===== config.mk =====
export PLATFORM = sky130hd
export DESIGN_NAME = tic_top
export DESIGN_NICKNAME = d
export VERILOG_FILES = /design/src/rtl/tic_top.v /design/src/rtl/tic_prescaler.v /design/src/rtl/tic_capture_chan.v
export VERILOG_INCLUDE_DIRS = /design/src /design/src/rtl
export SDC_FILE = /design/constraint.sdc
export NUM_CORES = 1
export LEC_CHECK = 0
export ABC_AREA = 1
export BUFFER_PORTS_ARGS = -buffer_cell sky130_fd_sc_hd__buf_2
export CAP_MARGIN = 25
export CORE_MARGIN = 2
export CORE_UTILIZATION = 55
export CTS_BUF_LIST = sky130_fd_sc_hd__clkbuf_4 sky130_fd_sc_hd__clkbuf_8 sky130_fd_sc_hd__clkbuf_16
export DETAILED_ROUTE_END_ITERATION = 10
export HOLD_SLACK_MARGIN = 0.06
export PLACE_DENSITY = 0.74
export SYNTH_ARGS = -nofsm -noshare
export SYNTH_HDL_FRONTEND = slang
export SYNTH_SLANG_ARGS = --single-unit

===== constraint.sdc =====
create_clock -name clk_in -period 5.64 [get_ports clk_in]
set_clock_uncertainty 0.15 [all_clocks]
set_input_delay 1.128 -clock clk_in [delete_from_list [all_inputs] [get_ports clk_in]]
set_output_delay 1.128 -clock clk_in [all_outputs]
set_load 0.03 [all_outputs]

===== src/rtl/tic_defs.vh =====
`ifndef TIC_DEFS_VH
`define TIC_DEFS_VH

// Register offsets
`define TIC_A_TSC 8'h20
`define TIC_A_CNTH 8'h21
`define TIC_A_CNTL 8'h22
`define TIC_A_MODH 8'h23
`define TIC_A_MODL 8'h24
`define TIC_A_CH_BASE 8'h26
`define TIC_CH_STRIDE 3
`define TIC_A_CH4L 8'h34
`define TIC_A_CH5SC 8'h35
`define TIC_A_CH5H 8'h36
`define TIC_A_CH5L 8'h37
`define TIC_A_IRQ_STAT 8'h38
`define TIC_A_IRQ_MASK 8'h39

// Timer status and control fields
`define TIC_TSC_OVF 7
`define TIC_TSC_OVIE 6
`define TIC_TSC_STOP 5
`define TIC_TSC_TRST 4
`define TIC_TSC_PS_HI 2
`define TIC_TSC_PS_LO 0
`define TIC_PS_EXT 3'h7

// Channel status and control fields
`define TIC_CSC_FLAG 7
`define TIC_CSC_IE 6
`define TIC_CSC_MSB 5
`define TIC_CSC_MSA 4
`define TIC_CSC_ELSB 3
`define TIC_CSC_ELSA 2
`define TIC_CSC_TOV 1
`define TIC_CSC_MAX 0

// Edge select codes {edge_level_sel_hi, edge_level_sel_lo}
`define TIC_EDGE_OFF 2'h0
`define TIC_EDGE_RISE 2'h1
`define TIC_EDGE_FALL 2'h2
`define TIC_EDGE_BOTH 2'h3

// Interrupt status bit of the overflow event
`define TIC_IRQ_OVF_BIT 7

// Reset values
`define TIC_RST_TSC 8'h00
`define TIC_RST_CSC 8'h00
`define TIC_RST_MOD 16'hffff
`define TIC_RST_CNT 16'h0000

`endif


===== src/rtl/tic_top.v =====
// Operation
// [RULE1] Counter clock is one of seven prescaler rates or the external clock pin.
// [RULE2] Prescaler makes seven rates from bus clock; three-bit select picks one.
// [RULE3] Each channel keeps a 16-bit capture in high and low byte registers.
// [RULE4] Two edge select bits per channel choose which transition captures.
// [RULE5] Active edge copies the counter into channel registers and sets flag.
// [RULE6] Capture happens on every active edge, even with the flag already set.
// [RULE7] Interrupt request is high while a flag and its enable are both set.
// [RULE8] Software learns of captures by interrupt or by polling the flag.
// [RULE9] Software must read a capture before the next edge overwrites it.
// [RULE10] Reset leaves channel value registers untouched, so they start unknown.
// [RULE11] Capture and compare share one 16-bit modulo counter.
// [RULE12] Software should count counter overflows to extend measurement range.
// [RULE13] Flag clears by reading it set then writing zero; writing one does nothing. Code also clears it by writing one to its status bit.
//
// Added by the designer: strobed register access.
`timescale 1ns/1ps
`default_nettype none
`include "tic_defs.vh"

module tic_top
#(
  parameter NUM_CHAN = 6
)
(
  input wire clk_in,
  input wire rst_b_in,
  input wire [7:0] addr_in,
  input wire [7:0] wdata_in,
  input wire wr_in,
  input wire rd_in,
  output reg [7:0] rdata_out,
  input wire [NUM_CHAN-1:0] chan_pin_in,
  input wire ext_timer_clock_pin_in,
  output wire irq_out
);
  reg rst_s1_r;
  reg rst_s2_r;
  wire rst_b;

  reg [2:0] prescale_select_r;
  reg ovie_r;
  reg stop_r;
  reg ovf_r;
  reg ovf_arm_r;
  reg [15:0] count_r;
  reg [15:0] count_nxt;
  reg [15:0] mod_r;
  reg [7:0] mod_hi_buf_r;
  reg [7:0] cnt_lo_latch_r;
  reg [7:0] rdata_nxt;
  reg [7:0] tsc_view;
  reg [7:0] stat_view;
  reg [7:0] mask_view;
  localparam [7:0] RST_TSC = `TIC_RST_TSC;
  localparam [15:0] RST_MOD = `TIC_RST_MOD;

  wire tick;
  wire trst;
  wire wrap;
  wire tsc_wr;
  wire tsc_rd;
  wire stat_wr;
  wire mask_wr;
  wire ovf_clr;
  wire [NUM_CHAN-1:0] flags;
  wire [NUM_CHAN-1:0] ies;
  wire [NUM_CHAN-1:0] ch_hit;
  wire [8*NUM_CHAN-1:0] ch_rmux;
  wire cnth_rd;
  wire modh_wr;
  wire modl_wr;
  wire chan_irq;
  wire ovf_irq;

  // Reset release through two flops
  always @(posedge clk_in or negedge rst_b_in)
  begin
    if (!rst_b_in)
    begin
      rst_s1_r <= 1'b0;
      rst_s2_r <= 1'b0;
    end
    else
    begin
      rst_s1_r <= 1'b1;
      rst_s2_r <= rst_s1_r;
    end
  end
  assign rst_b = rst_s2_r;

  assign tsc_wr = wr_in & (addr_in == `TIC_A_TSC);
  assign tsc_rd = rd_in & (addr_in == `TIC_A_TSC);
  assign stat_wr = wr_in & (addr_in == `TIC_A_IRQ_STAT);
  assign mask_wr = wr_in & (addr_in == `TIC_A_IRQ_MASK);
  assign trst = tsc_wr & wdata_in[`TIC_TSC_TRST];
  assign cnth_rd = rd_in & (addr_in == `TIC_A_CNTH);
  assign modh_wr = wr_in & (addr_in == `TIC_A_MODH);
  assign modl_wr = wr_in & (addr_in == `TIC_A_MODL);

  tic_prescaler u_prescaler
  (
    .clk_in(clk_in),
    .rst_b_in(rst_b),
    .prescale_select_in(prescale_select_r),
    .stop_in(stop_r),
    .clr_in(trst),
    .ext_timer_clock_pin_in(ext_timer_clock_pin_in),
    .tick_out(tick)
  );

  // Timer status and control
  always @(posedge clk_in or negedge rst_b)
  begin
    if (!rst_b)
    begin
      prescale_select_r <= RST_TSC[`TIC_TSC_PS_HI:`TIC_TSC_PS_LO];
      ovie_r <= RST_TSC[`TIC_TSC_OVIE];
      stop_r <= RST_TSC[`TIC_TSC_STOP];
    end
    else if (tsc_wr)
    begin
      prescale_select_r <= wdata_in[`TIC_TSC_PS_HI:`TIC_TSC_PS_LO]; // [RULE2]
      ovie_r <= wdata_in[`TIC_TSC_OVIE];
      stop_r <= wdata_in[`TIC_TSC_STOP];
    end
    // Mask bit 7 is a second view of the overflow enable
    else if (mask_wr)
      ovie_r <= wdata_in[`TIC_IRQ_OVF_BIT];
  end

  // Free-running modulo counter shared by all channels
  assign wrap = tick & (count_r == mod_r);

  always @*
  begin
    count_nxt = count_r;
    if (trst)
      count_nxt = `TIC_RST_CNT;
    else if (wrap)
      count_nxt = `TIC_RST_CNT; // [RULE11]
    else if (tick)
      count_nxt = count_r + 16'h0001; // [RULE1] [RULE11]
  end

  always @(posedge clk_in or negedge rst_b)
  begin
    if (!rst_b)
      count_r <= `TIC_RST_CNT;
    else
      count_r <= count_nxt;
  end

  // Modulo value: high byte is held until the low byte write
  always @(posedge clk_in or negedge rst_b)
  begin
    if (!rst_b)
    begin
      mod_r <= RST_MOD;
      mod_hi_buf_r <= RST_MOD[15:8];
    end
    else
    begin
      if (modh_wr)
        mod_hi_buf_r <= wdata_in;
      if (modl_wr)
        mod_r <= {mod_hi_buf_r, wdata_in};
    end
  end

  // Counter high read latches the low byte for a coherent pair
  always @(posedge clk_in or negedge rst_b)
  begin
    if (!rst_b)
      cnt_lo_latch_r <= 8'h00;
    else if (cnth_rd)
      cnt_lo_latch_r <= count_r[7:0];
  end

  // Overflow flag, cleared like a channel flag or by write-one at status
  assign ovf_clr = (tsc_wr & ovf_arm_r & ~wdata_in[`TIC_TSC_OVF]) |
    (stat_wr & wdata_in[`TIC_IRQ_OVF_BIT]);

  always @(posedge clk_in or negedge rst_b)
  begin
    if (!rst_b)
    begin
      ovf_r <= 1'b0;
      ovf_arm_r <= 1'b0;
    end
    else
    begin
      if (wrap)
        ovf_r <= 1'b1;
      else if (ovf_clr)
        ovf_r <= 1'b0;
      if (tsc_rd && ovf_r)
        ovf_arm_r <= 1'b1;
      else if (tsc_wr || !ovf_r)
        ovf_arm_r <= 1'b0;
    end
  end

  // Capture channels
  genvar i;
  generate
    for (i = 0; i < NUM_CHAN; i = i + 1)
    begin : g_chan
      localparam integer A_SC_I = `TIC_A_CH_BASE + i * `TIC_CH_STRIDE;
      localparam [7:0] A_SC = A_SC_I[7:0];
      localparam [7:0] A_HI = A_SC + 8'h01;
      localparam [7:0] A_LO = A_SC + 8'h02;
      wire [7:0] csc;
      wire [7:0] hi;
      wire [7:0] lo;
      wire sc_hit;
      wire hi_hit;
      wire lo_hit;

      assign sc_hit = (addr_in == A_SC);
      assign hi_hit = (addr_in == A_HI);
      assign lo_hit = (addr_in == A_LO);
      assign ch_hit[i] = sc_hit | hi_hit | lo_hit;
      assign ch_rmux[8*i +: 8] = sc_hit ? csc : (hi_hit ? hi : (lo_hit ? lo : 8'h00));

      tic_capture_chan #(.HAS_MSB((i % 2) == 0)) u_chan
      (
        .clk_in(clk_in),
        .rst_b_in(rst_b),
        .pin_in(chan_pin_in[i]),
        .count_in(count_r), // [RULE11]
        .csc_wr_in(wr_in & sc_hit),
        .csc_rd_in(rd_in & sc_hit),
        .hi_wr_in(wr_in & hi_hit),
        .lo_wr_in(wr_in & lo_hit),
        .wdata_in(wdata_in),
        .flag_w1c_in(stat_wr & wdata_in[i]),
        .ie_wr_in(mask_wr),
        .ie_val_in(wdata_in[i]),
        .flag_out(flags[i]),
        .irq_en_out(ies[i]),
        .csc_out(csc),
        .hi_out(hi),
        .lo_out(lo)
      );
    end
  endgenerate

  // Register views built from field positions; counter reset reads 0
  always @*
  begin
    tsc_view = 8'h00;
    tsc_view[`TIC_TSC_OVF] = ovf_r;
    tsc_view[`TIC_TSC_OVIE] = ovie_r;
    tsc_view[`TIC_TSC_STOP] = stop_r;
    tsc_view[`TIC_TSC_PS_HI:`TIC_TSC_PS_LO] = prescale_select_r;
    stat_view = 8'h00;
    stat_view[NUM_CHAN-1:0] = flags;
    stat_view[`TIC_IRQ_OVF_BIT] = ovf_r;
    mask_view = 8'h00;
    mask_view[NUM_CHAN-1:0] = ies;
    mask_view[`TIC_IRQ_OVF_BIT] = ovie_r;
  end

  // Read mux, answered one cycle after the strobe
  integer k;
  always @*
  begin
    rdata_nxt = 8'h00;
    case (addr_in)
      `TIC_A_TSC: rdata_nxt = tsc_view;
      `TIC_A_CNTH: rdata_nxt = count_r[15:8];
      `TIC_A_CNTL: rdata_nxt = cnt_lo_latch_r;
      `TIC_A_MODH: rdata_nxt = mod_r[15:8];
      `TIC_A_MODL: rdata_nxt = mod_r[7:0];
      `TIC_A_IRQ_STAT: rdata_nxt = stat_view;
      `TIC_A_IRQ_MASK: rdata_nxt = mask_view;
      default:
      begin
        for (k = 0; k < NUM_CHAN; k = k + 1)
          if (ch_hit[k])
            rdata_nxt = ch_rmux[8*k +: 8];
      end
    endcase
  end

  always @(posedge clk_in or negedge rst_b)
  begin
    if (!rst_b)
      rdata_out <= 8'h00;
    else if (rd_in)
      rdata_out <= rdata_nxt;
    else
      rdata_out <= 8'h00;
  end

  // Interrupt: any set flag whose enable is set
  assign chan_irq = |(flags & ies); // [RULE7]
  assign ovf_irq = ovf_r & ovie_r;
  assign irq_out = chan_irq | ovf_irq; // [RULE7]
endmodule
`default_nettype wire


===== src/rtl/tic_prescaler.v =====
`timescale 1ns/1ps
`default_nettype none
`include "tic_defs.vh"

module tic_prescaler
(
  input wire clk_in,
  input wire rst_b_in,
  input wire [2:0] prescale_select_in,
  input wire stop_in,
  input wire clr_in,
  input wire ext_timer_clock_pin_in,
  output reg tick_out
);
  reg [5:0] div_r;
  reg ext_prev_r;
  reg [5:0] mask;
  wire ext_rise;

  assign ext_rise = ext_timer_clock_pin_in & ~ext_prev_r;

  // Divide by 1, 2, 4 .. 64 for selects 0 to 6
  always @*
  begin
    case (prescale_select_in)
      3'h0: mask = 6'h00;
      3'h1: mask = 6'h01;
      3'h2: mask = 6'h03;
      3'h3: mask = 6'h07;
      3'h4: mask = 6'h0f;
      3'h5: mask = 6'h1f;
      3'h6: mask = 6'h3f;
      default: mask = 6'h00;
    endcase
  end

  always @(posedge clk_in or negedge rst_b_in)
  begin
    if (!rst_b_in)
    begin
      div_r <= 6'h00;
      ext_prev_r <= 1'b0;
      tick_out <= 1'b0;
    end
    else
    begin
      ext_prev_r <= ext_timer_clock_pin_in;
      if (clr_in || stop_in)
      begin
        div_r <= 6'h00;
        tick_out <= 1'b0;
      end
      else
      begin
        div_r <= div_r + 6'h01; // [RULE2]
        if (prescale_select_in == `TIC_PS_EXT)
          tick_out <= ext_rise; // [RULE1]
        else
          tick_out <= ((div_r & mask) == mask); // [RULE1] [RULE2]
      end
    end
  end
endmodule
`default_nettype wire


===== src/rtl/tic_capture_chan.v =====
`timescale 1ns/1ps
`default_nettype none
`include "tic_defs.vh"

module tic_capture_chan
#(
  parameter HAS_MSB = 0
)
(
  input wire clk_in,
  input wire rst_b_in,
  input wire pin_in,
  input wire [15:0] count_in,
  input wire csc_wr_in,
  input wire csc_rd_in,
  input wire hi_wr_in,
  input wire lo_wr_in,
  input wire [7:0] wdata_in,
  input wire flag_w1c_in,
  input wire ie_wr_in,
  input wire ie_val_in,
  output reg flag_out,
  output wire irq_en_out,
  output wire [7:0] csc_out,
  output reg [7:0] hi_out,
  output reg [7:0] lo_out
);
  reg [6:0] ctl_r;
  reg arm_r;
  reg pin_prev_r;
  wire [1:0] edge_sel;
  wire rise;
  wire fall;
  wire cap;
  wire sw_clr;
  localparam [7:0] RST_CSC = `TIC_RST_CSC;

  assign edge_sel = {ctl_r[`TIC_CSC_ELSB], ctl_r[`TIC_CSC_ELSA]};
  assign rise = pin_in & ~pin_prev_r;
  assign fall = ~pin_in & pin_prev_r;
  // Capture only in input capture mode
  assign cap = ~ctl_r[`TIC_CSC_MSA] & ~ctl_r[`TIC_CSC_MSB] &
    (((edge_sel == `TIC_EDGE_RISE) & rise) | ((edge_sel == `TIC_EDGE_FALL) & fall) |
    ((edge_sel == `TIC_EDGE_BOTH) & (rise | fall))); // [RULE4]
  assign sw_clr = (csc_wr_in & arm_r & ~wdata_in[`TIC_CSC_FLAG]) | flag_w1c_in; // [RULE13]
  assign irq_en_out = ctl_r[`TIC_CSC_IE];
  assign csc_out = {flag_out, ctl_r};

  always @(posedge clk_in or negedge rst_b_in)
  begin
    if (!rst_b_in)
    begin
      ctl_r <= RST_CSC[6:0];
      flag_out <= 1'b0;
      arm_r <= 1'b0;
      pin_prev_r <= 1'b0;
    end
    else
    begin
      pin_prev_r <= pin_in;
      if (csc_wr_in)
      begin
        ctl_r <= wdata_in[6:0];
        if (HAS_MSB == 0)
          ctl_r[`TIC_CSC_MSB] <= 1'b0;
      end
      else if (ie_wr_in)
        ctl_r[`TIC_CSC_IE] <= ie_val_in;
      // Set wins over any clear in the same cycle
      if (cap)
        flag_out <= 1'b1; // [RULE5]
      else if (sw_clr)
        flag_out <= 1'b0; // [RULE13]
      if (csc_rd_in && flag_out)
        arm_r <= 1'b1; // [RULE13]
      else if (csc_wr_in || !flag_out)
        arm_r <= 1'b0;
    end
  end

  // No reset on captured values: contents survive reset
  always @(posedge clk_in)
  begin
    if (cap)
    begin
      hi_out <= count_in[15:8]; // [RULE3] [RULE5] [RULE6] [RULE10]
      lo_out <= count_in[7:0]; // [RULE3] [RULE5] [RULE6]
    end
    else
    begin
      if (hi_wr_in)
        hi_out <= wdata_in;
      if (lo_wr_in)
        lo_out <= wdata_in;
    end
  end
endmodule
`default_nettype wire


==> impl_metrics.ini <==
[floorplan]
dieArea_sq_um = 21700
die_h_microns = 147
start_util = 0.560
pin_count = 36
coreArea_sq_um = 20200
rows = 52
fp.dieW_microns = 147

[critical_path]
required_ns = 5.89
crit_top_cell = nand2_1
worstPathCellList = buf_2 > inv_1 > nand2_1 > nor2_4 > nand2_1 > nor2_2 > nand2_2 > nand2_2 > nand2_1 > nor2_1 > nand2_1 > nor2_1 > nor2_1
worst_ep_arrival_time_ns = 3.52
critical_path_class = in -> reg
slowest_delay_ns = 0.50
crit_path_top_delay_cell = nor2_4
cp_max_fo = 25
critical_path.n_buffers_inverters = 2
worst_setup_path_start_kind = primary input
crit_family = simple AND/OR/NAND/NOR gates
end_kind = register

[pwr]
cellPowerDensity_nw_per_um2 = 308
switching_share = 0.248
internal_power_w = 0.00292
peakVddDrop_mv = 0.276
p_clk_frac = 0.429
seqPwrFrac = 0.486
leakage_nw = 5.34
power_w = 0.00388
power_frac_comb = 0.085
p_switching_w = 0.000961

[clocking]
clk_root_buffer_cell = clkbuf_16
cts_resized = 0
h-tree-depth = 1
path_clk_slew_ns = 0.07
clock_path_buffers = 3
clk_latency_ns = 0.53
cts_buffers = 25
cts_setup_buffers = 0
cts_tree = yes
cts_hold_buf = 0
clkSinkCount = 226

[final_layout]
area_growth_pct = 11.4
nets = 1389
fin_area_sq_um = 12600
drive_gt1_frac = 0.104
num_antenna_cells = 0

[routing]
ant_nets = 0
vias_per_cell = 6.14
drt_iter0_drc = 1595
wl_per_cell_microns = 22.3
first_pass_iters = 6
drcViolationCount = 0
vias = 10000
routed_wirelength_microns = 36500

[synthesis]
synth-edff-count = 96
synth_top_area_cell = edfxtp_1
synth_area_leaders = edfxtp_1, dfrtp_1, nand2_1, o21ai_0, dfstp_2
synth.distinct_cells = 43
synth_warnings = 0
async_flop_share = 0.575
synthFlopType = dfrtp_1
synth_cells = 1313
synth_common_cells = nand2_1, o21ai_0, inv_1
syn_area_sq_um = 11300
synth_top_area_frac = 0.255
synth_seq_cells = 226
syn_nets = 1354
syn_area_per_cell_sq_um = 8.60
ys_seq_area_frac = 0.546
yosysMostFrequentCell = nand2_1

[global_routing]
grt_pass1_wl_microns = 55000
antenna_found_initial = 0
grt_remaining_overflow = 0
grt_pass1_vias = 9331
grt_usage = 0.339
grt_max_degree = 79

[placed_design]
placed_cell_area_sq_um = 11700
dpl.hpwl_microns = 24900
io_buffers = 35
place_congestion = 0.979

[sta]
setup_tns_ns = 0
final.min_clock_period_ns = 3.27
slew_headroom = 0.279
max_freq_mhz = 306
rsz0062_at_grt = no
finalHoldViolCount = 0
report.final.slew_viol_count = 0
period_share = 0.579
worst_slew_pin_slew_ns = 1.07
setup_viol = 0

[run_status]
status = finished, final reports clean

[flow_run]
drv_cap = 0

[worst_hold_path]
min_path_type = reg -> async
[cells in the final DEF (no fill, tap or decap), drive strengths merged]
cell type	Yosys	final
nand2	355	355
o21ai	194	194
inv	127	127
dfrtp	106	106
nor2	104	104
edfxtp	96	96
nand3	73	73
buf	11	48
a21oi	42	42
clkbuf	29	35
nor3	25	25
dfstp	24	24
nand4	18	18
o22ai	16	16
o2111ai	15	15
ha	14	14
clkinv	5	12
xor2	11	11
a221oi	8	8
nor4	7	7
a211oi	5	5
xnor2	4	4
o211ai	3	3
mux2	3	3
bufinv	0	3
nor3b	2	2
a22o	2	2
and3	2	2
o31ai	2	2
a32o	2	2
a22oi	2	2
o311ai	1	1
o2bb2ai	1	1
or2	1	1
nand3b	1	1
o32ai	1	1
conb	1	1
[power by group through the flow]
stage                     sequential, W  combinational (W)  clock [W]
after floorplan                 0.00191           0.000185          0
after global placement          0.00191           0.000308          0
after detailed placement        0.00191           0.000316          0
after CTS                       0.00188           0.000317    0.00167
after global routing            0.00189           0.000359    0.00173
final                           0.00189           0.000330    0.00166
[flip-flops by register name, indices dropped and copies added, names as in the netlist]
register and count:
prescale_select_r 3, g_chan.u_chan.hi_out 48, stop_r 1, rst_s1_r 1, g_chan.u_chan.lo_out 48, mod_r 16
mod_hi_buf_r 8, u_prescaler.div_r 6, ovie_r 1, ovf_arm_r 1, g_chan.u_chan.ctl_r 39, rst_b 1
count_r 16, ovf_r 1, cnt_lo_latch_r 8, g_chan.u_chan.flag_out 6, g_chan.u_chan.arm_r 6, u_prescaler.ext_prev_r 1
u_prescaler.tick_out 1, g_chan.u_chan.pin_prev_r 6, rdata_out 8
[path summary, 6_finish.rpt]
kind / startpoint / to / slack (ns) / cells after the start
min in group clk_in: rst_s1_r$_DFF_PN0_ / rst_b$_DFF_PN0_ / 0.22 / 0
min: rst_b$_DFF_PN0_ / rdata_out[3]$_DFF_PN0_ / 0.22 / 0
max: addr_in[4] / count_r[15]$_DFFE_PN0P_ / 2.37 / 13
max in group asynchronous: rst_b$_DFF_PN0_ / g_chan[2].u_chan.pin_prev_r$_DFF_PN0_ / 3.86 / 2
min reg2reg: rst_b$_DFF_PN0_ / rdata_out[3]$_DFF_PN0_ / 0.22 / 0
max reg2reg: count_r[9]$_DFFE_PN0P_ / count_r[12]$_DFFE_PN0P_ / 2.93 / 9
[cell families (layout without fill, tap and decap cells)]
family	Yosys count	after routing	share of synthesized area
compound gates	294	294	0.145
xor+xnor	15	15	0.0116
fa+ha+maj	14	14	0.0155
buf+inv	172	225	0.0588
flops	226	226	0.546
mux	3	3	0.00299
other cells	1	1	0.000332
simple gates	588	588	0.219
[layout make-up]
type                            instances  area (sq um)
Tap cell                              270           338
Fill cell                            1750          7600
Timing Repair Buffer                   48           280
Inverter                              132           495
Clock inverter                         10           123
Sequential cell                       226          6170
Multi-Input combinational cell        915          4460
Clock buffer                           35           707
[per-stage QoR]
step | util | setup slack, ns | hold WS, ns | instances
6_report | 0.623 | 2.37 | 0.215 | 1636
3_5_place_dp | 0.581 | 1.92 | 0.207 | 1590
2_1_floorplan | - | 1.64 | 0.181 | 1313
3_3_place_gp | 0.580 | 1.99 | 0.189 | 1587
5_1_grt | 0.623 | 2.17 | 0.221 | 1636
4_1_cts | 0.622 | 2.45 | 0.219 | 1635
[layer usage]
layer / vias to the layer above / share of wire / global-route usage
met3: 128 / 0.13 / 0.0668
met2: 689 / 0.44 / 0.510
li1: 4533 / - / -
met1: 4692 / 0.38 / 0.481
met5: - / 0 / 0
met4: 0 / 0.055 / 0.153
(Power assumes the default switching activity.)
